## src/rtl/psr_pkg.sv

```systemverilog
// Package of offsets, field positions, reset values and types for the PCS state/ability registers
package psr_pkg;

    // Management port geometry
    localparam int ADDR_W = 5;
    localparam int DATA_W = 16;

    // Word offsets
    localparam logic [ADDR_W-1:0] OFS_CTRL   = 5'h00;
    localparam logic [ADDR_W-1:0] OFS_STATE  = 5'h01;
    localparam logic [ADDR_W-1:0] OFS_LOCAL  = 5'h04;
    localparam logic [ADDR_W-1:0] OFS_REMOTE = 5'h05;
    localparam logic [ADDR_W-1:0] OFS_IFMODE = 5'h14;

    // State report field positions
    localparam int ST_EXT_CAP     = 0;
    localparam int ST_BABBLE      = 1;
    localparam int ST_LINK        = 2;
    localparam int ST_AN_ABLE     = 3;
    localparam int ST_REM_FAULT   = 4;
    localparam int ST_AN_DONE     = 5;
    localparam int ST_MGMT_PRE    = 6;
    localparam int ST_UNIDIR      = 7;
    localparam int ST_EXT_STAT    = 8;
    localparam int ST_LEGACY_LO   = 9;
    localparam int ST_LEGACY_HI   = 15;

    // Ability word field positions, 1000BASE-X layout
    localparam int AB_FULL_DUP    = 5;
    localparam int AB_HALF_DUP    = 6;
    localparam int AB_PAUSE_SYM   = 7;
    localparam int AB_PAUSE_ASYM  = 8;
    localparam int AB_FAULT_HI    = 12;
    localparam int AB_FAULT_LO    = 13;
    localparam int AB_ACK         = 14;
    localparam int AB_EXTRA_PAGE  = 15;

    // Control and interface-mode field positions
    localparam int CT_AN_RESTART  = 9;
    localparam int CT_AN_ENABLE   = 12;
    localparam int IF_SGMII       = 0;

    // Values after reset
    localparam logic [DATA_W-1:0] LOCAL_RST   = 16'h0020;
    localparam logic [DATA_W-1:0] REMOTE_RST  = 16'h0000;
    localparam logic              AN_EN_RST   = 1'h1;
    localparam logic              SGMII_RST   = 1'h0;

    // Identical ability words in a row needed for acknowledge
    localparam logic [1:0]        MATCH_NEED  = 2'h3;

    // Negotiation tracking, Gray coded along the usual path
    typedef enum logic [1:0] {
        AN_IDLE      = 2'h0,
        AN_WAIT_ACK  = 2'h1,
        AN_WAIT_DONE = 2'h3,
        AN_COMPLETE  = 2'h2
    } psr_an_state_t;

endpackage

```

## src/rtl/psr_ability_match.sv

```systemverilog
// Consecutive-match detector that captures the link partner ability word
`timescale 1ns/1ps
module psr_ability_match
    import psr_pkg::*;
(
    // Clock and reset
    input  wire logic              i_sys_clk,
    input  wire logic              i_resetn,
    // Control
    input  wire logic              i_clear,
    // Received ability words
    input  wire logic              i_word_vld,
    input  wire logic [DATA_W-1:0] i_word,
    // Result
    output logic                   o_ack,
    output logic [DATA_W-1:0]      o_word
);

    logic [DATA_W-1:0] last_reg;
    logic [1:0]        cnt_reg;
    logic [1:0]        cnt_next;
    logic              same;
    logic              hit;

    assign same     = (i_word == last_reg) && (cnt_reg != 2'h0);
    assign cnt_next = !same ? 2'h1 : (cnt_reg == MATCH_NEED) ? MATCH_NEED : cnt_reg + 2'h1;
    assign hit      = i_word_vld && (cnt_next == MATCH_NEED);

    always_ff @(posedge i_sys_clk or negedge i_resetn) begin
        if (!i_resetn) begin
            last_reg <= REMOTE_RST;
            cnt_reg  <= 2'h0;
        end else if (i_clear) begin
            cnt_reg  <= 2'h0;
        end else if (i_word_vld) begin
            last_reg <= i_word;
            cnt_reg  <= cnt_next;
        end
    end

    // Partner word only changes on a confirmed value, so software never sees a glitch word
    always_ff @(posedge i_sys_clk or negedge i_resetn) begin
        if (!i_resetn) begin
            o_ack  <= 1'h0;
            o_word <= REMOTE_RST;
        end else if (i_clear) begin
            o_ack  <= 1'h0;
        end else if (hit) begin
            o_ack  <= 1'h1;
            o_word <= i_word;
        end
    end

endmodule

```

## src/rtl/psr_regs.sv

```systemverilog
// PCS state report and auto-negotiation ability register bank
//
// Overview of operation
// - Link bit reads 1 on valid link; a loss latches 0 until read.
// - Extended-capability bit always reads 1.
// - Negotiation-ability bit always reads 1.
// - Babble, remote-fault, preamble-skip and extended-status bits always read 0.
// - Bit 5 reads 1 only after negotiation finished with valid results.
// - Bit 7 reports ability to transmit without a valid link.
// - Bits 9 to 15 of the state report always read 0.
// - Ability words count as meaningful only while negotiation is complete.
// - Partner layout depends on mode; in 1000BASE-X both words share one layout.
// - Ability bit 5 is full duplex, bit 6 half duplex.
// - Ability bits 7 and 8 form the pause field.
// - Ability bits 12 and 13 encode the remote fault condition.
// - Partner ability bit 14 is read-only acknowledge after three matching partner words.
// - Local next-page bit always 0; next-page operation never advertised.
// - Local word read/write except next page; partner word read-only from the partner.
// - Interface mode selects 1000BASE-X or SGMII and thus the ability layout; only the 1000BASE-X layout is decoded.
// - Writing 1 to control bit 9 restarts negotiation; completion tracks the new run.
//
// The strobed register port was chosen for this implementation.
`timescale 1ns/1ps
module psr_regs
    import psr_pkg::*;
(
    // Clock and reset
    input  wire logic              i_sys_clk,
    input  wire logic              i_resetn,
    // Management register port
    input  wire logic [ADDR_W-1:0] i_reg_addr,
    input  wire logic [DATA_W-1:0] i_reg_wdata,
    input  wire logic              i_reg_wr,
    input  wire logic              i_reg_rd,
    output logic      [DATA_W-1:0] o_reg_rdata,
    // PCS datapath status
    input  wire logic              i_link_sync,
    input  wire logic              i_unidir_able,
    input  wire logic              i_an_done,
    // Ability words received from the link partner
    input  wire logic              i_rx_ability_vld,
    input  wire logic [DATA_W-1:0] i_rx_ability,
    // Negotiation control toward the PCS
    output logic                   o_an_restart,
    output logic                   o_an_enable,
    output logic                   o_sgmii_mode,
    output logic      [DATA_W-1:0] o_local_ability,
    // Negotiation completion, and resolved partner abilities (1000BASE-X only)
    output logic                   o_an_complete,
    output logic                   o_partner_full_dup_cap,
    output logic                   o_partner_half_dup_cap,
    output logic      [1:0]        o_partner_pause,
    output logic      [1:0]        o_partner_fault
);

    // Address decode
    // Full five-bit compare, so reserved offsets alias nothing;
    // writes to them are dropped and reads return zero
    wire sel_ctrl   = (i_reg_addr == OFS_CTRL);
    wire sel_state  = (i_reg_addr == OFS_STATE);
    wire sel_local  = (i_reg_addr == OFS_LOCAL);
    wire sel_remote = (i_reg_addr == OFS_REMOTE);
    wire sel_ifmode = (i_reg_addr == OFS_IFMODE);

    wire wr_ctrl    = i_reg_wr && sel_ctrl;
    wire wr_local   = i_reg_wr && sel_local;
    wire wr_ifmode  = i_reg_wr && sel_ifmode;
    wire rd_state   = i_reg_rd && sel_state;

    // Restart request written by software
    wire restart_req = wr_ctrl && i_reg_wdata[CT_AN_RESTART];

    // Registers
    logic                   link_latch_reg;
    logic                   link_latch_next;
    logic                   an_en_reg;
    logic                   sgmii_reg;
    logic [DATA_W-1:0]      local_reg;
    logic [DATA_W-1:0]      local_next;
    logic                   restart_reg;
    logic [DATA_W-1:0]      rdata_reg;
    logic [DATA_W-1:0]      rdata_next;
    psr_an_state_t          an_state_reg;
    psr_an_state_t          an_state_next;

    // Partner word capture
    logic                   ack;
    logic [DATA_W-1:0]      remote_word;
    logic                   match_clear;

    // Latched-low link: a read reloads the live value, otherwise any loss sticks.
    // A loss in the same cycle as the read still wins, so a dropout is never
    // lost between the read and the reload. The read returns the value held
    // before the reload, which is what the software has not yet seen.
    assign link_latch_next = rd_state ? i_link_sync
                                      : (link_latch_reg && i_link_sync);

    always_ff @(posedge i_sys_clk or negedge i_resetn) begin
        if (!i_resetn) begin
            link_latch_reg <= 1'h0;
        end else begin
            link_latch_reg <= link_latch_next;
        end
    end

    // Negotiation enable; clearing it parks the tracker in idle and drops any result
    always_ff @(posedge i_sys_clk or negedge i_resetn) begin
        if (!i_resetn) begin
            an_en_reg <= AN_EN_RST;
        end else if (wr_ctrl) begin
            an_en_reg <= i_reg_wdata[CT_AN_ENABLE];
        end
    end

    // Interface mode; only the 1000BASE-X layout is decoded, SGMII leaves the
    // partner outputs at zero so a change to SGMII never shows a misread field
    always_ff @(posedge i_sys_clk or negedge i_resetn) begin
        if (!i_resetn) begin
            sgmii_reg <= SGMII_RST;
        end else if (wr_ifmode) begin
            sgmii_reg <= i_reg_wdata[IF_SGMII];
        end
    end

    // Restart is self-clearing: one pulse per write of 1
    // The bit itself reads back as zero, so software never has to clear it;
    // a second write of 1 simply starts another run
    always_ff @(posedge i_sys_clk or negedge i_resetn) begin
        if (!i_resetn) begin
            restart_reg <= 1'h0;
        end else begin
            restart_reg <= restart_req;
        end
    end

    // Local ability: every bit writable except next page, which stays clear
    // Reserved bits are kept as written; keeping them zero is up to software
    always_comb begin
        local_next = local_reg;
        if (wr_local) begin
            local_next = i_reg_wdata;
            local_next[AB_EXTRA_PAGE] = 1'h0;
        end
    end

    always_ff @(posedge i_sys_clk or negedge i_resetn) begin
        if (!i_resetn) begin
            local_reg <= LOCAL_RST;
        end else begin
            local_reg <= local_next;
        end
    end

    // Negotiation tracking; a restart or lost sync discards any earlier result
    wire an_abort = restart_req || !an_en_reg || !i_link_sync;

    // Matcher is held clear in idle so stale words from a dead link never count
    assign match_clear = restart_req || (an_state_reg == AN_IDLE);

    always_comb begin
        an_state_next = an_state_reg;
        case (an_state_reg)
            // Listen to the partner only once sync and enable are both present
            AN_IDLE: begin
                if (an_en_reg && i_link_sync) begin
                    an_state_next = AN_WAIT_ACK;
                end
            end
            // Three identical partner words in a row give the acknowledge
            AN_WAIT_ACK: begin
                if (ack) begin
                    an_state_next = AN_WAIT_DONE;
                end
            end
            // Result counts as valid only once the PCS reports the exchange done
            AN_WAIT_DONE: begin
                if (i_an_done) begin
                    an_state_next = AN_COMPLETE;
                end
            end
            // Hold the result until an abort
            AN_COMPLETE: begin
                an_state_next = AN_COMPLETE;
            end
            default: begin
                an_state_next = AN_IDLE;
            end
        endcase
        // Abort overrides every state, including a completion in the same cycle
        if (an_abort) begin
            an_state_next = AN_IDLE;
        end
    end

    always_ff @(posedge i_sys_clk or negedge i_resetn) begin
        if (!i_resetn) begin
            an_state_reg <= AN_IDLE;
        end else begin
            an_state_reg <= an_state_next;
        end
    end

    // Completion is read straight from the tracker, never from a separate flag
    wire an_complete = (an_state_reg == AN_COMPLETE);

    // Partner word is loaded only from the link, never from the register port
    // A write to the partner offset has no decode at all, so it cannot land
    psr_ability_match u_match (
        .i_sys_clk  (i_sys_clk),
        .i_resetn   (i_resetn),
        .i_clear    (match_clear),
        .i_word_vld (i_rx_ability_vld),
        .i_word     (i_rx_ability),
        .o_ack      (ack),
        .o_word     (remote_word)
    );

    // State report word, assembled from constants and live state
    // Fixed bits are constants so no write can ever disturb them
    logic [DATA_W-1:0] state_word;

    always_comb begin
        state_word = 16'h0000;
        state_word[ST_EXT_CAP]   = 1'h1;
        state_word[ST_BABBLE]    = 1'h0;
        state_word[ST_LINK]      = link_latch_reg;
        state_word[ST_AN_ABLE]   = 1'h1;
        state_word[ST_REM_FAULT] = 1'h0;
        state_word[ST_AN_DONE]   = an_complete;
        state_word[ST_MGMT_PRE]  = 1'h0;
        state_word[ST_UNIDIR]    = i_unidir_able;
        state_word[ST_EXT_STAT]  = 1'h0;
        state_word[ST_LEGACY_HI:ST_LEGACY_LO] = 7'h00;
    end

    // Ack bit in the partner word shows the device's own acknowledge
    // The partner's own bit 14 is kept in the stored word but never shown
    logic [DATA_W-1:0] remote_view;

    always_comb begin
        remote_view = remote_word;
        remote_view[AB_ACK] = ack;
    end

    // Read mux; unmapped offsets read as zero, restart reads back as zero
    // Outside a read strobe the mux feeds zero, so data stand for one cycle only
    logic [DATA_W-1:0] ctrl_view;

    always_comb begin
        ctrl_view = 16'h0000;
        ctrl_view[CT_AN_ENABLE] = an_en_reg;
    end

    // Interface mode word: only the mode bit is implemented
    logic [DATA_W-1:0] ifmode_view;

    always_comb begin
        ifmode_view = 16'h0000;
        ifmode_view[IF_SGMII] = sgmii_reg;
    end

    always_comb begin
        rdata_next = 16'h0000;
        if (i_reg_rd) begin
            if (sel_ctrl) begin
                rdata_next = ctrl_view;
            end else if (sel_state) begin
                rdata_next = state_word;
            end else if (sel_local) begin
                rdata_next = local_reg;
            end else if (sel_remote) begin
                rdata_next = remote_view;
            end else if (sel_ifmode) begin
                rdata_next = ifmode_view;
            end else begin
                rdata_next = 16'h0000;
            end
        end
    end

    // Read data stand only in the cycle after the strobe
    always_ff @(posedge i_sys_clk or negedge i_resetn) begin
        if (!i_resetn) begin
            rdata_reg <= 16'h0000;
        end else begin
            rdata_reg <= rdata_next;
        end
    end

    // Decoded partner abilities: only meaningful in 1000BASE-X after completion
    wire decode_ok = an_complete && !sgmii_reg;

    // Partner fields in the 1000BASE-X layout
    wire       rx_full  = remote_word[AB_FULL_DUP];
    wire       rx_half  = remote_word[AB_HALF_DUP];
    wire [1:0] rx_pause = {remote_word[AB_PAUSE_SYM], remote_word[AB_PAUSE_ASYM]};
    wire [1:0] rx_fault = {remote_word[AB_FAULT_HI], remote_word[AB_FAULT_LO]};

    logic       p_full_reg;
    logic       p_half_reg;
    logic [1:0] p_pause_reg;
    logic [1:0] p_fault_reg;

    // Duplex abilities; held at zero whenever the result is not trustworthy
    always_ff @(posedge i_sys_clk or negedge i_resetn) begin
        if (!i_resetn) begin
            p_full_reg <= 1'h0;
            p_half_reg <= 1'h0;
        end else if (decode_ok) begin
            p_full_reg <= rx_full;
            p_half_reg <= rx_half;
        end else begin
            p_full_reg <= 1'h0;
            p_half_reg <= 1'h0;
        end
    end

    // Pause and remote fault codes as two-bit fields, with bits 7 and 12 as the high bit of each
    always_ff @(posedge i_sys_clk or negedge i_resetn) begin
        if (!i_resetn) begin
            p_pause_reg <= 2'h0;
            p_fault_reg <= 2'h0;
        end else if (decode_ok) begin
            p_pause_reg <= rx_pause;
            p_fault_reg <= rx_fault;
        end else begin
            p_pause_reg <= 2'h0;
            p_fault_reg <= 2'h0;
        end
    end

    // Outputs; the completion flag is a decode of the tracker state, so it
    // moves in the same cycle as status bit 5
    assign o_reg_rdata            = rdata_reg;
    assign o_an_restart           = restart_reg;
    assign o_an_enable            = an_en_reg;
    assign o_sgmii_mode           = sgmii_reg;
    assign o_local_ability        = local_reg;
    assign o_an_complete          = an_complete;
    assign o_partner_full_dup_cap = p_full_reg;
    assign o_partner_half_dup_cap = p_half_reg;
    assign o_partner_pause        = p_pause_reg;
    assign o_partner_fault        = p_fault_reg;

endmodule

```

## config.mk

```make
export PLATFORM = sky130hd
export DESIGN_NAME = psr_regs
export DESIGN_NICKNAME = d
export VERILOG_FILES = /design/src/rtl/psr_pkg.sv /design/src/rtl/psr_ability_match.sv /design/src/rtl/psr_regs.sv
export SDC_FILE = /design/constraint.sdc
export NUM_CORES = 1
export LEC_CHECK = 0
export BUFFER_PORTS_ARGS = -buffer_cell sky130_fd_sc_hd__buf_2
export CAP_MARGIN = 20
export CELL_PAD_IN_SITES_DETAIL_PLACEMENT = 0
export CELL_PAD_IN_SITES_GLOBAL_PLACEMENT = 1
export CORE_MARGIN = 1.5
export CORE_UTILIZATION = 25
export CTS_CLUSTER_SIZE = 8
export DETAILED_ROUTE_END_ITERATION = 8
export PLACE_DENSITY = 0.59
export RECOVER_POWER = 50
export SLEW_MARGIN = 20
export SYNTH_ARGS = -nofsm -noshare
export SYNTH_HDL_FRONTEND = slang
export SYNTH_SLANG_ARGS = --single-unit
```

## constraint.sdc

```tcl
create_clock -name i_sys_clk -period 2.6 [get_ports i_sys_clk]
set_clock_uncertainty 0.2 [all_clocks]
set_input_delay 0.26 -clock i_sys_clk [delete_from_list [all_inputs] [get_ports i_sys_clk]]
set_output_delay 0.26 -clock i_sys_clk [all_outputs]
set_load 0.1 [all_outputs]
```

== Word level (Yosys, flattened, before mapping) ==
Cells that the tools add are included.
Operators by class
  add/subtract/negate cells: 1
  eq/ne operators: 13
  muxes and demuxes: 22
  bitwise operators: 1
  reductions and logical operators: 24
Operators by type and width (count)
  two-way mux 16 bit: 5
  two-way mux 2 bit: 10
  equality test 16 bit: 1
  equality test 5 x 3 -> 1 bit, second input constant: 2
  logical AND 1 bit: 10
  equality test 2 bit, second input constant: 4
  case mux 2 bit (4 select lines): 1
  two-way mux 1 bit: 6
  != test 3 x 2 -> 1 bit, second input constant: 2
  nonzero test 2 bit: 3
  equality test 5 x 1 -> 1 bit, second input constant: 1
  equality test 5 bit, second input constant: 1
  zero test 5 bit: 1
  AND reduction 2 bit: 2
  zero test 1 bit: 3
  logical OR 1 bit: 3
  != test 3 bit, second input constant: 1
  AND reduction 3 bit: 1
  adder 2 x 1 -> 2 bit, second input constant: 1
  equality test 2 x 1 -> 1 bit, second input constant: 1
  zero test 2 bit: 1
  NOT 1 bit: 1
Word-level totals
  flip-flop bits (word level): 78
  word-level logic and storage cells: 76

== Longest topological paths before layout ==
Gate-level depths: netlist (run 1).
  depth after elaboration: 7
  gate-level depth with buffers: 8

== Modules after synthesis ==
Synthesis (run 1) repeated with hierarchy kept, for this count alone.
Second synthesis, totals
  cell total of the unflattened synthesis: 249
  area, all modules: 3370.7 um^2
By module, submodules not included
  psr_regs: instances 1, cells an instance 146, area each 1808.0 um^2, seq. area each 1078.5 um^2
  psr_ability_match: instances 1, cells an instance 103, area each 1562.7 um^2, seq. area each 875.8 um^2

== Worst setup path before layout (run 1) ==
OpenSTA, ideal clock, no wires.
  path type: register to register
  from: register an_state_reg[0]
  to: register p_fault_reg[0], in the netlist o_partner_fault[0]
  library setup time: 0.066 ns
  arrival: 2.276 ns
  data required time: 2.334 ns
  path slack: 0.058 ns
  stages on the path, launching flop included: 4
  clock period less this slack: 2.542 ns
  cell sequence: dfrtp_1 -> nor2b_1 -> nor2b_1 -> and2_1
On the way
  word-level cells in the longest chain between the ends: 3
Ends and longest elaborated chain
  start, declared: RTL line psr_regs.sv:83  | psr_an_state_t an_state_reg;
  start signal, assigned: RTL line psr_regs.sv:199  | an_state_reg <= an_state_next;
  equality test 2 bit: RTL line psr_regs.sv:204  | wire an_complete = (an_state_reg == AN_COMPLETE);
  named net o_an_complete: RTL line psr_regs.sv:49  | output logic o_an_complete,
  logical AND 1 bit: RTL line psr_regs.sv:291  | wire decode_ok = an_complete && !sgmii_reg;
  two-way mux 2 bit: RTL line psr_regs.sv:323  | end else if (decode_ok) begin
  end signal, assigned: RTL line psr_regs.sv:325  | p_fault_reg <= rx_fault;
  end, declared: RTL line psr_regs.sv:302  | logic [1:0] p_fault_reg;
The timed path passes the listed nets, and every way through them passes these cells.
A chain may end at the register's enable or synchronous reset.

== Worst setup path in the final report (run 1) ==
  from: input port i_rx_ability[4]
  to: register u_match.o_word[11]
On the way
  word-level cells in the longest chain between the ends: 6
Ends and longest elaborated chain
  start, declared: RTL line psr_regs.sv:42  | input wire logic [DATA_W-1:0] i_rx_ability,
  equality test 16 bit: RTL line psr_ability_match.sv:25  | assign same = (i_word == last_reg) && (cnt_reg != 2'h0);
  logical AND 1 bit: RTL line psr_ability_match.sv:25
  two-way mux 2 bit: RTL line psr_ability_match.sv:26  | assign cnt_next = !same ? 2'h1 : (cnt_reg == MATCH_NEED) ? MATCH_NEED : cnt_reg + 2'h1;
  equality test 2 bit: RTL line psr_ability_match.sv:27  | assign hit = i_word_vld && (cnt_next == MATCH_NEED);
  logical AND 1 bit: RTL line psr_ability_match.sv:27
  AND reduction 2 bit (no source line)
  end signal, assigned: RTL line psr_ability_match.sv:50  | o_word <= i_word;
  end, declared: RTL line psr_ability_match.sv:16  | output logic [DATA_W-1:0] o_word
No other way between the ends.

==> impl_metrics.tcl, run 1 <==
set metrics [dict create \
    synth-seq-cells 77 \
    cts-buffers-inserted 9 \
    synth_edf_count 0 \
    cts_buffer_depth 2 \
    critPathLaunchType "input pin" \
    critPathMaxFanout 15 \
    overflow 0 \
    antenna_found_initial 1 \
    pre_cts_ws_ps 306 \
    fp.coreArea_um2 13200 \
    setup_slack_ps 307 \
    layout.nets 402 \
    synth-async-reset-ratio_pct 100 \
    ys.flop_type "dfrtp_1" \
    die_width_um 119 \
    grt_pass1_vias 2406 \
    drive_above_1_share_pct 42.0 \
    antenna_left 0 \
    hold_path_depth 2 \
    finalInstanceArea_um2 4510 \
    min_path_type "in2reg" \
    synth_nets 286 \
    grt_use_total_pct 12.3 \
    r2r_end "u_match.o_word[11]" \
    peakVddDrop_mv 0.292 \
    drt_iter0_markers 134 \
    tightest_slew_ps 1100 \
    wl_per_cell_um 15.1 \
    yosysWarnings 0 \
    dieArea_um2 14100 \
    hold_end "o_local_ability[9]" \
    arrival_ps 2300 \
    drt_wl_total_um 8110 \
    holdCritStartpoint "i_reg_wdata[9]" \
    synth_area_leader_cell "dfrtp_1" \
    cp-end-kind "flop" \
    synth_mux_area_share_pct 19.5 \
    via_per_inst 4.24 \
    hold_viol 0 \
    grt_setup_unrepaired "false" \
    drc 0 \
    grt_max_degree 41 \
    crit_cells 7 \
    placed_cell_area_um2 4000 \
    grt_pass1_wl_um 13100 \
    cts_setup_buffers 0 \
    min_period_ps 2290 \
    synth_top_family_by_area "multiplexers" \
    synth_xor_area_share_pct 4.18 \
    relSlewSlack_pct 25.8 \
    synth_area_leaders "dfrtp_1, mux2_4, mux2_2, xor2_1, nor2_1" \
    cellPowerDensity_nw_per_um2 852 \
    cts_tree "done" \
    num_rows 42 \
    yosysUniqueCellTypes 41 \
    yosysSeqAreaShare_pct 57.5 \
    timing.fmax_mhz 436 \
    die_y_um 119 \
    path_class "in2reg" \
    path_cells "dlygate4sd3_1 -> buf_2 -> xor2_1 -> nor4_4 -> and4_4 -> nand3_4 -> mux2_4" \
    syn_area_um2 3350 \
    htreeDepth 3 \
    place_hpwl_um 6000 \
    io_pins 87 \
    layout_common_cells "buf_2, dfrtp_1, mux2_2" \
    yosys.area_share.simple_pct 11.6 \
    yosys.area_share.adder_pct 0 \
    place.gp.congestion 0.739 \
    path_delay_family "simple AND/OR/NAND/NOR gates" \
    min_period_over_period_pct 88.2 \
    numPortBuffers 84 \
    area_growth_pct 34.5 \
    p_leak_nw 2.24 \
    cts-root-buf "clkbuf_16" \
    slowest_stage "dlygate4sd3_1" \
    ff2ff_setup_slack_ps 400 \
    worstPathRequired_ps 2610 \
    routed-via-count 2283 \
    worstReg2RegStart "u_match.last_reg[13]" \
    drv_slew 0 \
    status "completed" \
    finalSetupTns_ps 0 \
    syn_inst 241 \
    synth_compound_area_share_pct 5.33 \
    avgSynthCellArea_um2 13.9 \
    synth.top_cell.area_share_pct 55.9 \
    clk_transition_reported_paths_ps 60 \
    finalSetupViolations 0 \
    start_util_pct 25.4 \
    dr.pass1.iters 4 \
    critPathBufInv 2 \
    antenna_cells 0 \
    max_stage_delay_ps 550 \
    clk_latency_ps 330 \
    max-cap-violations 0 \
    worst-r2r-cell-count 5 \
    whs_ps 13.9 \
    layout_commonest_cell "buf_2" \
    clkSinkCount 77 \
]
## metrics by stage
step	cells	power, mW	utilization [%]
2_1_floorplan	241	2.22	-
3_3_place_gp	500	2.42	30.3
3_5_place_dp	500	2.44	30.3
4_1_cts	538	3.91	34.6
5_1_grt	538	4.02	34.2
6_report	538	3.84	34.2
## worst reg2reg max path, stage by stage, from the launching register on
cell,delay [ps]
dfrtp_1,390
xor2_1,170
nor4_2,390
and4_4,300
nand3_4,240
mux2_4,390
## worst max path at each step
| stage | start | endpoint | slack [ps] |
|---|---|---|---|
| 6_report | i_rx_ability[4] | u_match.o_word[11] | 310 |
| 5_1_grt | i_rx_ability[0] | u_match.o_word[11] | 200 |
| 4_1_cts | i_rx_ability[4] | u_match.o_word[11] | 300 |
| 3_5_place_dp | i_reg_addr[4] | u_match.o_word[11] | 310 |
| 3_3_place_gp | i_reg_addr[4] | u_match.o_word[10] | 300 |
| 2_1_floorplan | an_state_reg[0] | o_partner_fault[0] | 60 |
## routing by layer
metal	part of all wire, %	vias up	global-route usage [%]	routed length [um]
met5	0.12	-	0	10
met4	1.6	2	4.52	131
met3	5.9	15	4.36	477
met2	46	59	18.9	3730
met1	46	1123	16.1	3760
li1	-	1084	-	-
## kinds of logic after synthesis
family | Yosys count
XOR/XNOR | 16
buffers and inverters | 9
other | 1
multiplexers | 52
AO/OA/AOI/OAI | 27
AND/OR/NAND/NOR | 59
flip-flops | 77
## power breakdown
group	switching (mW)	internal [mW]	leakage, nW
logic	0.636	0.285	1.05
clock network	0.470	0.963	0.167
registers	0.120	1.37	1.02
## what timing repair did
action | CTS | global route
hold buffers | 22 | 0
hold endpoints to repair | 61 | 0
gates resized for setup | 0 | 0
## cell type report
class / count / area, um2
Clock buffer: 12 / 246
Clock inverter: 4 / 95.1
Fill cell: 1319 / 8680
Inverter: 2 / 7.51
Multi-Input combinational cell: 155 / 1330
Sequential cell: 77 / 1930
Tap cell: 176 / 220
Timing Repair Buffer: 112 / 678
## cell usage after synthesis (2+ instances only)
library cell,number
nand2b_1,3
mux2_4,20
buf_6,2
mux2i_1,4
nor3_1,3
nor4_2,3
buf_2,3
xor2_1,16
a22oi_1,10
and3_1,2
mux2_2,23
nor2_1,22
a21oi_1,9
dfrtp_1,75
nor4_4,2
and2_1,6
mux2_1,5
o21ai_0,2
nand2_1,2
a31oi_1,2
nor2b_1,4
dfstp_2,2
nand3_1,3
Power figures use the tool's default switching activity.
==> run 2: changes to the inputs <==
--- a/config.mk
+++ b/config.mk
@@ -7,2 +7,3 @@
 export LEC_CHECK = 0
+export ABC_AREA = 1
 export BUFFER_PORTS_ARGS = -buffer_cell sky130_fd_sc_hd__buf_2
@@ -15,3 +16,3 @@
 export DETAILED_ROUTE_END_ITERATION = 8
-export PLACE_DENSITY = 0.59
+export PLACE_DENSITY = 0.62
 export RECOVER_POWER = 50
--- a/constraint.sdc
+++ b/constraint.sdc
@@ -4,2 +4,2 @@
 set_output_delay 0.26 -clock i_sys_clk [all_outputs]
-set_load 0.1 [all_outputs]
+set_load 0.05 [all_outputs]
==> impl_metrics.tcl, run 2 <==
set metrics [dict create \
    timing.fmax_mhz 521 \
    io_pins 87 \
    path_delay_family "buffers and inverters" \
    power_switching_mw 0.967 \
    min_period_over_period_pct 73.9 \
    synth_common_cells "nand2_1, dfrtp_1, inv_1, nor2_1, o21ai_0" \
    synth-async-reset-ratio_pct 100 \
    synth_area_leader_cell "dfrtp_1" \
    wl_met3_um 387 \
    antenna_found_initial 0 \
    cts_buffer_depth 2 \
    yosysUniqueCellTypes 31 \
    setup_slack_ps 679 \
    clk_transition_reported_paths_ps 60 \
    layout_commonest_cell "nand2_1" \
    holdCritStartpoint "i_rx_ability[12]" \
    htreeDepth 3 \
    pre_cts_ws_ps 685 \
    syn_area_um2 3450 \
    ys.flop_type "dfrtp_1" \
    cp_common_cell "nand2_1" \
    tightest_slew_ps 1070 \
    whs_ps 1.99 \
    drv_slew 0 \
    cts-root-buf "clkbuf_16" \
    synth.top_cell.area_share_pct 54.4 \
    syn_inst 380 \
    synth-seq-cells 77 \
    drt_iter0_markers 194 \
    fp.coreArea_um2 13300 \
    hold_path_depth 3 \
    dieArea_um2 14500 \
    synth_area_leaders "dfrtp_1, nand2_1, inv_1, mux2_2, nand4_1" \
    grt_setup_unrepaired "false" \
    place_hpwl_um 6110 \
    area_growth_pct 33.0 \
    hold_viol 0 \
    drt_wl_total_um 8340 \
    antenna_cells 0 \
    seqPwrFrac_pct 42.8 \
    wl_per_cell_um 12.3 \
    grt_use_total_pct 12.1 \
    hold_end "u_match.last_reg[12]" \
    drive_above_1_share_pct 22.4 \
    ff2ff_setup_slack_ps 880 \
    worst-r2r-cell-count 10 \
    placed_cell_area_um2 4040 \
    numPortBuffers 84 \
    m1WireLength_um 4200 \
    grt_max_degree 78 \
    synth_edf_count 0 \
    routed-via-count 2817 \
    layout_common_cells "nand2_1, dfrtp_1, buf_2" \
    die_width_um 120 \
    finalInstanceArea_um2 4580 \
    num_rows 42 \
    avgSynthCellArea_um2 9.07 \
    dr.pass1.iters 4 \
    dr.max_layer_used "met4" \
    final_cells 677 \
    dr_wl_met2_um 3610 \
    antenna_left 0 \
    drc 0 \
    via_per_inst 4.16 \
    dp_cells 632 \
    yosys.cell_count.top_type "nand2_1" \
    p_leak_nw 2.39 \
    arrival_ps 1990 \
    finalSetupViolations 0 \
    yosysWarnings 0 \
    cp-end-kind "flop" \
    cts-buffers-inserted 9 \
    grt_pass1_wl_um 13900 \
    post-route-util_pct 34.3 \
    status "completed" \
    swShare_pct 29.8 \
    finalSetupTns_ps 0 \
    cts_resized 0 \
    cts_hold_buf 29 \
    max_stage_delay_ps 530 \
    critPathMaxFanout 17 \
    overflow 0 \
    relSlewSlack_pct 28.4 \
    p_int_mw 2.28 \
    peakVddDrop_mv 0.333 \
    cellPowerDensity_nw_per_um2 708 \
    cts_tree "done" \
    min_path_type "in2reg" \
    grt_pass1_vias 2784 \
    max-cap-violations 0 \
    critPathLaunchType "input pin" \
    fill_cells 1402 \
    place.gp.congestion 0.735 \
    start_util_pct 25.8 \
    critPathBufInv 4 \
    p_comb_share_pct 18.9 \
    r2r_end "u_match.o_word[1]" \
    fin_total_pwr_mw 3.25 \
    path_class "in2reg" \
    clk_latency_ps 330 \
    min_period_ps 1920 \
    worstReg2RegStart "u_match.last_reg[14]" \
    clkSinkCount 77 \
    synth_nets 425 \
    slowest_stage "dlygate4sd3_1" \
    layout.nets 541 \
    die_y_um 120 \
    worstPathRequired_ps 2670 \
    pwr-share-clk_pct 38.2 \
    cts_setup_buffers 0 \
    yosysSeqAreaShare_pct 56.0 \
    path_cells "dlygate4sd3_1 -> buf_2 -> inv_1 -> nand2_1 -> nand2_1 -> nand2_1 -> nor2_1 -> nand3_1 -> nor2_4 -> buf_4 -> nand4_1 -> nand2_1" \
]
## run 2: routing by layer
layer / vias to the layer above / global-route usage, %
li1: 1438 / -
met1: 1278 / 16.9
met2: 90 / 18.6
met3: 11 / 1.70
met4: 0 / 5.74
met5: - / 0
## run 2: power by group through the flow
stage                     Sequential [mW]  Combinational, mW  Clock [mW]
after global placement               1.41              0.587           0
final                                1.39              0.615        1.24
after CTS                            1.39              0.629        1.28
after detailed placement             1.41              0.593           0
after floorplan                      1.59              0.226           0
after global routing                 1.41              0.676        1.33
## run 2: layout make-up
type,instances,area (um2),share of cell area (%)
Clock inverter,4,47.5,1.04
Inverter,47,176,3.85
Sequential cell,77,1930,42.1
Tap cell,176,220,4.80
Multi-Input combinational cell,244,1240,27.0
Timing Repair Buffer,117,728,15.9
Clock buffer,12,246,5.38
## run 2: worst max path at each step
stage | startpoint | to | cells past startpoint
2_1_floorplan | an_state_reg[0] | o_partner_fault[0] | 3
3_3_place_gp | i_reg_addr[1] | o_local_ability[6] | 6
6_report | i_rx_ability[4] | u_match.o_word[1] | 12
5_1_grt | i_rx_ability[0] | u_match.o_word[2] | 10
3_5_place_dp | i_reg_addr[1] | o_local_ability[9] | 6
4_1_cts | i_rx_ability[4] | u_match.o_word[1] | 12
## run 2: kinds of logic after synthesis
group,Yosys count,synth area share [%]
other,1,0.109
buffers and inverters,59,7.73
flip-flops,77,56.0
AO/OA/AOI/OAI,39,6.28
XOR/XNOR,4,1.02
multiplexers,14,4.57
AND/OR/NAND/NOR,186,24.3
## run 2: worst min-delay path, delay by kind of cell
| kind | cells | cell delay [ps] |
|---|---|---|
| buf+inv | 1 | 120 |
| compound gates | 1 | 60 |
| simple gates | 1 | 60 |
==> run 3: changes to the inputs <==
Settings changed: ABC_AREA 1 to 0, PLACE_DENSITY 0.62 to 0.61.
Clock period 2.6 ns to 1.7 ns, I/O delays scaled along.
==> impl_metrics.tcl, run 3 (synthesized netlist as in run 1, its figures left out) <==
set metrics [dict create \
    layout.nets 437 \
    drt_wl_total_um 8460 \
    grt_pass1_vias 2601 \
    worstPathRequired_ps 1710 \
    cp-end-kind "flop" \
    layout_commonest_cell "buf_2" \
    met1_usage_pct 17.2 \
    htreeDepth 3 \
    cts-root-buf "clkbuf_16" \
    overflow 0 \
    drv_slew 0 \
    path_cells "xor2_1 -> nor4_2 -> and4_4 -> nand3_4 -> mux2_4" \
    min_path_type "in2reg" \
    max_stage_delay_ps 390 \
    io_pins 87 \
    timing.fmax_mhz 491 \
    setup_slack_ps -337 \
    tightest_slew_ps 1060 \
    fp.coreArea_um2 13200 \
    cts_tree "done" \
    antenna_cells 0 \
    slowest_stage "dfrtp_1" \
    p_leak_nw 2.41 \
    min_period_ps 2040 \
    die_width_um 119 \
    drive_above_1_share_pct 48.4 \
    path_class "reg2reg" \
    die_y_um 119 \
    clk_latency_ps 330 \
    grt_max_degree 78 \
    critPathLaunchType "flop" \
    dieArea_um2 14100 \
    path_delay_family "simple AND/OR/NAND/NOR gates" \
    via_per_inst 4.16 \
    num_rows 42 \
    drt_iter0_markers 139 \
    cts-buffers-inserted 9 \
    grt_pass1_wl_um 13800 \
    fin_total_pwr_mw 5.39 \
    place_hpwl_um 6070 \
    relSlewSlack_pct 29.3 \
    met3_usage_pct 4.07 \
    clk_transition_reported_paths_ps 60 \
    peakVddDrop_mv 0.514 \
    arrival_ps 2050 \
    grt_setup_unrepaired "true" \
    failed_checks "negative setup slack" \
    wl_per_cell_um 14.8 \
    routed-via-count 2386 \
    status "finished with violations" \
    critPathMaxFanout 8 \
    finalSetupViolations 16 \
    drc 0 \
    start_util_pct 25.4 \
    area_growth_pct 43.6 \
    pre_cts_ws_ps -403 \
    grt_use_met2_pct 19.4 \
    antenna_found_initial 0 \
    layout_common_cells "buf_2, dfrtp_1, buf_4" \
    numPortBuffers 84 \
    min_period_over_period_pct 120 \
    cellPowerDensity_nw_per_um2 1120 \
    place.gp.congestion 0.770 \
    clkSinkCount 77 \
    cts_buffer_depth 2 \
    grt_use_total_pct 12.7 \
    dr.pass1.iters 4 \
    hold_viol 0 \
    busiest_layer "met2" \
    max-cap-violations 0 \
    critPathBufInv 0 \
    antenna_left 0 \
]
==> run 3: final cells by class <==
type / count / area (um2)
fill: 1335 / 8370
sequential: 77 / 1930
multi-input combinational: 156 / 1400
timing repair buffer: 146 / 966
clock buffer: 9 / 225
tap: 176 / 220
clock inverter: 7 / 73.8
inverter: 2 / 7.51
==> run 3: worst reg2reg max path, stage by stage (launching register included) <==
cell     delay (ps)
dfrtp_1         390
xor2_1          150
nor4_2          350
and4_4          320
nand3_4         180
mux2_4          350
==> run 3: where the power goes <==
part	internal, mW	leakage (nW)	total, mW	switching [mW]
clock	1.14	0.146	1.91	0.766
sequential	2.09	1.02	2.28	0.187
combinational	0.519	1.25	1.20	0.679
==> run 3: metrics by stage <==
stage | cells | utilization [%] | TNS (ps) | hold WS [ps] | instance area, um2
6_report | 573 | 36.5 | -4680 | 17.6 | 4820
5_1_grt | 573 | 36.5 | -13270 | 14.9 | 4820
4_1_cts | 573 | 36.7 | -4730 | 9.37 | 4840
3_5_place_dp | 528 | 32.1 | -6610 | 26.1 | 4230
3_3_place_gp | 528 | 32.1 | -5940 | 26.5 | 4230
2_1_floorplan | 241 | - | -3070 | -326 | 3370
==> run 3: worst paths after layout <==
check,startpoint,endpoint,cells after the start,slack [ps]
max,u_match.last_reg[12],u_match.o_word[6],5,-340
min,i_rx_ability[3],u_match.last_reg[3],3,20
max reg2reg,u_match.last_reg[12],u_match.o_word[6],5,-340
min reg2reg,u_match.o_word[15],u_match.o_word[15],1,320
max in group asynchronous,i_resetn,u_match.cnt_reg[1],3,110
min in group asynchronous,i_resetn,o_reg_rdata[2],3,510
==> run 3: per-layer routing <==
layer	wire, um	vias up
met5	0	-
met4	74	0
met3	456	7
met2	3800	60
met1	4130	1155
li1	-	1164
==> run 3: what timing repair did <==
item	CTS	global route
endpoints found under the setup margin	18	35
gates cloned	1	0
hold endpoints to repair	112	0
setup buffers	1	0
gates resized for setup	3	3
hold buffers	28	0
pin swaps	7	5
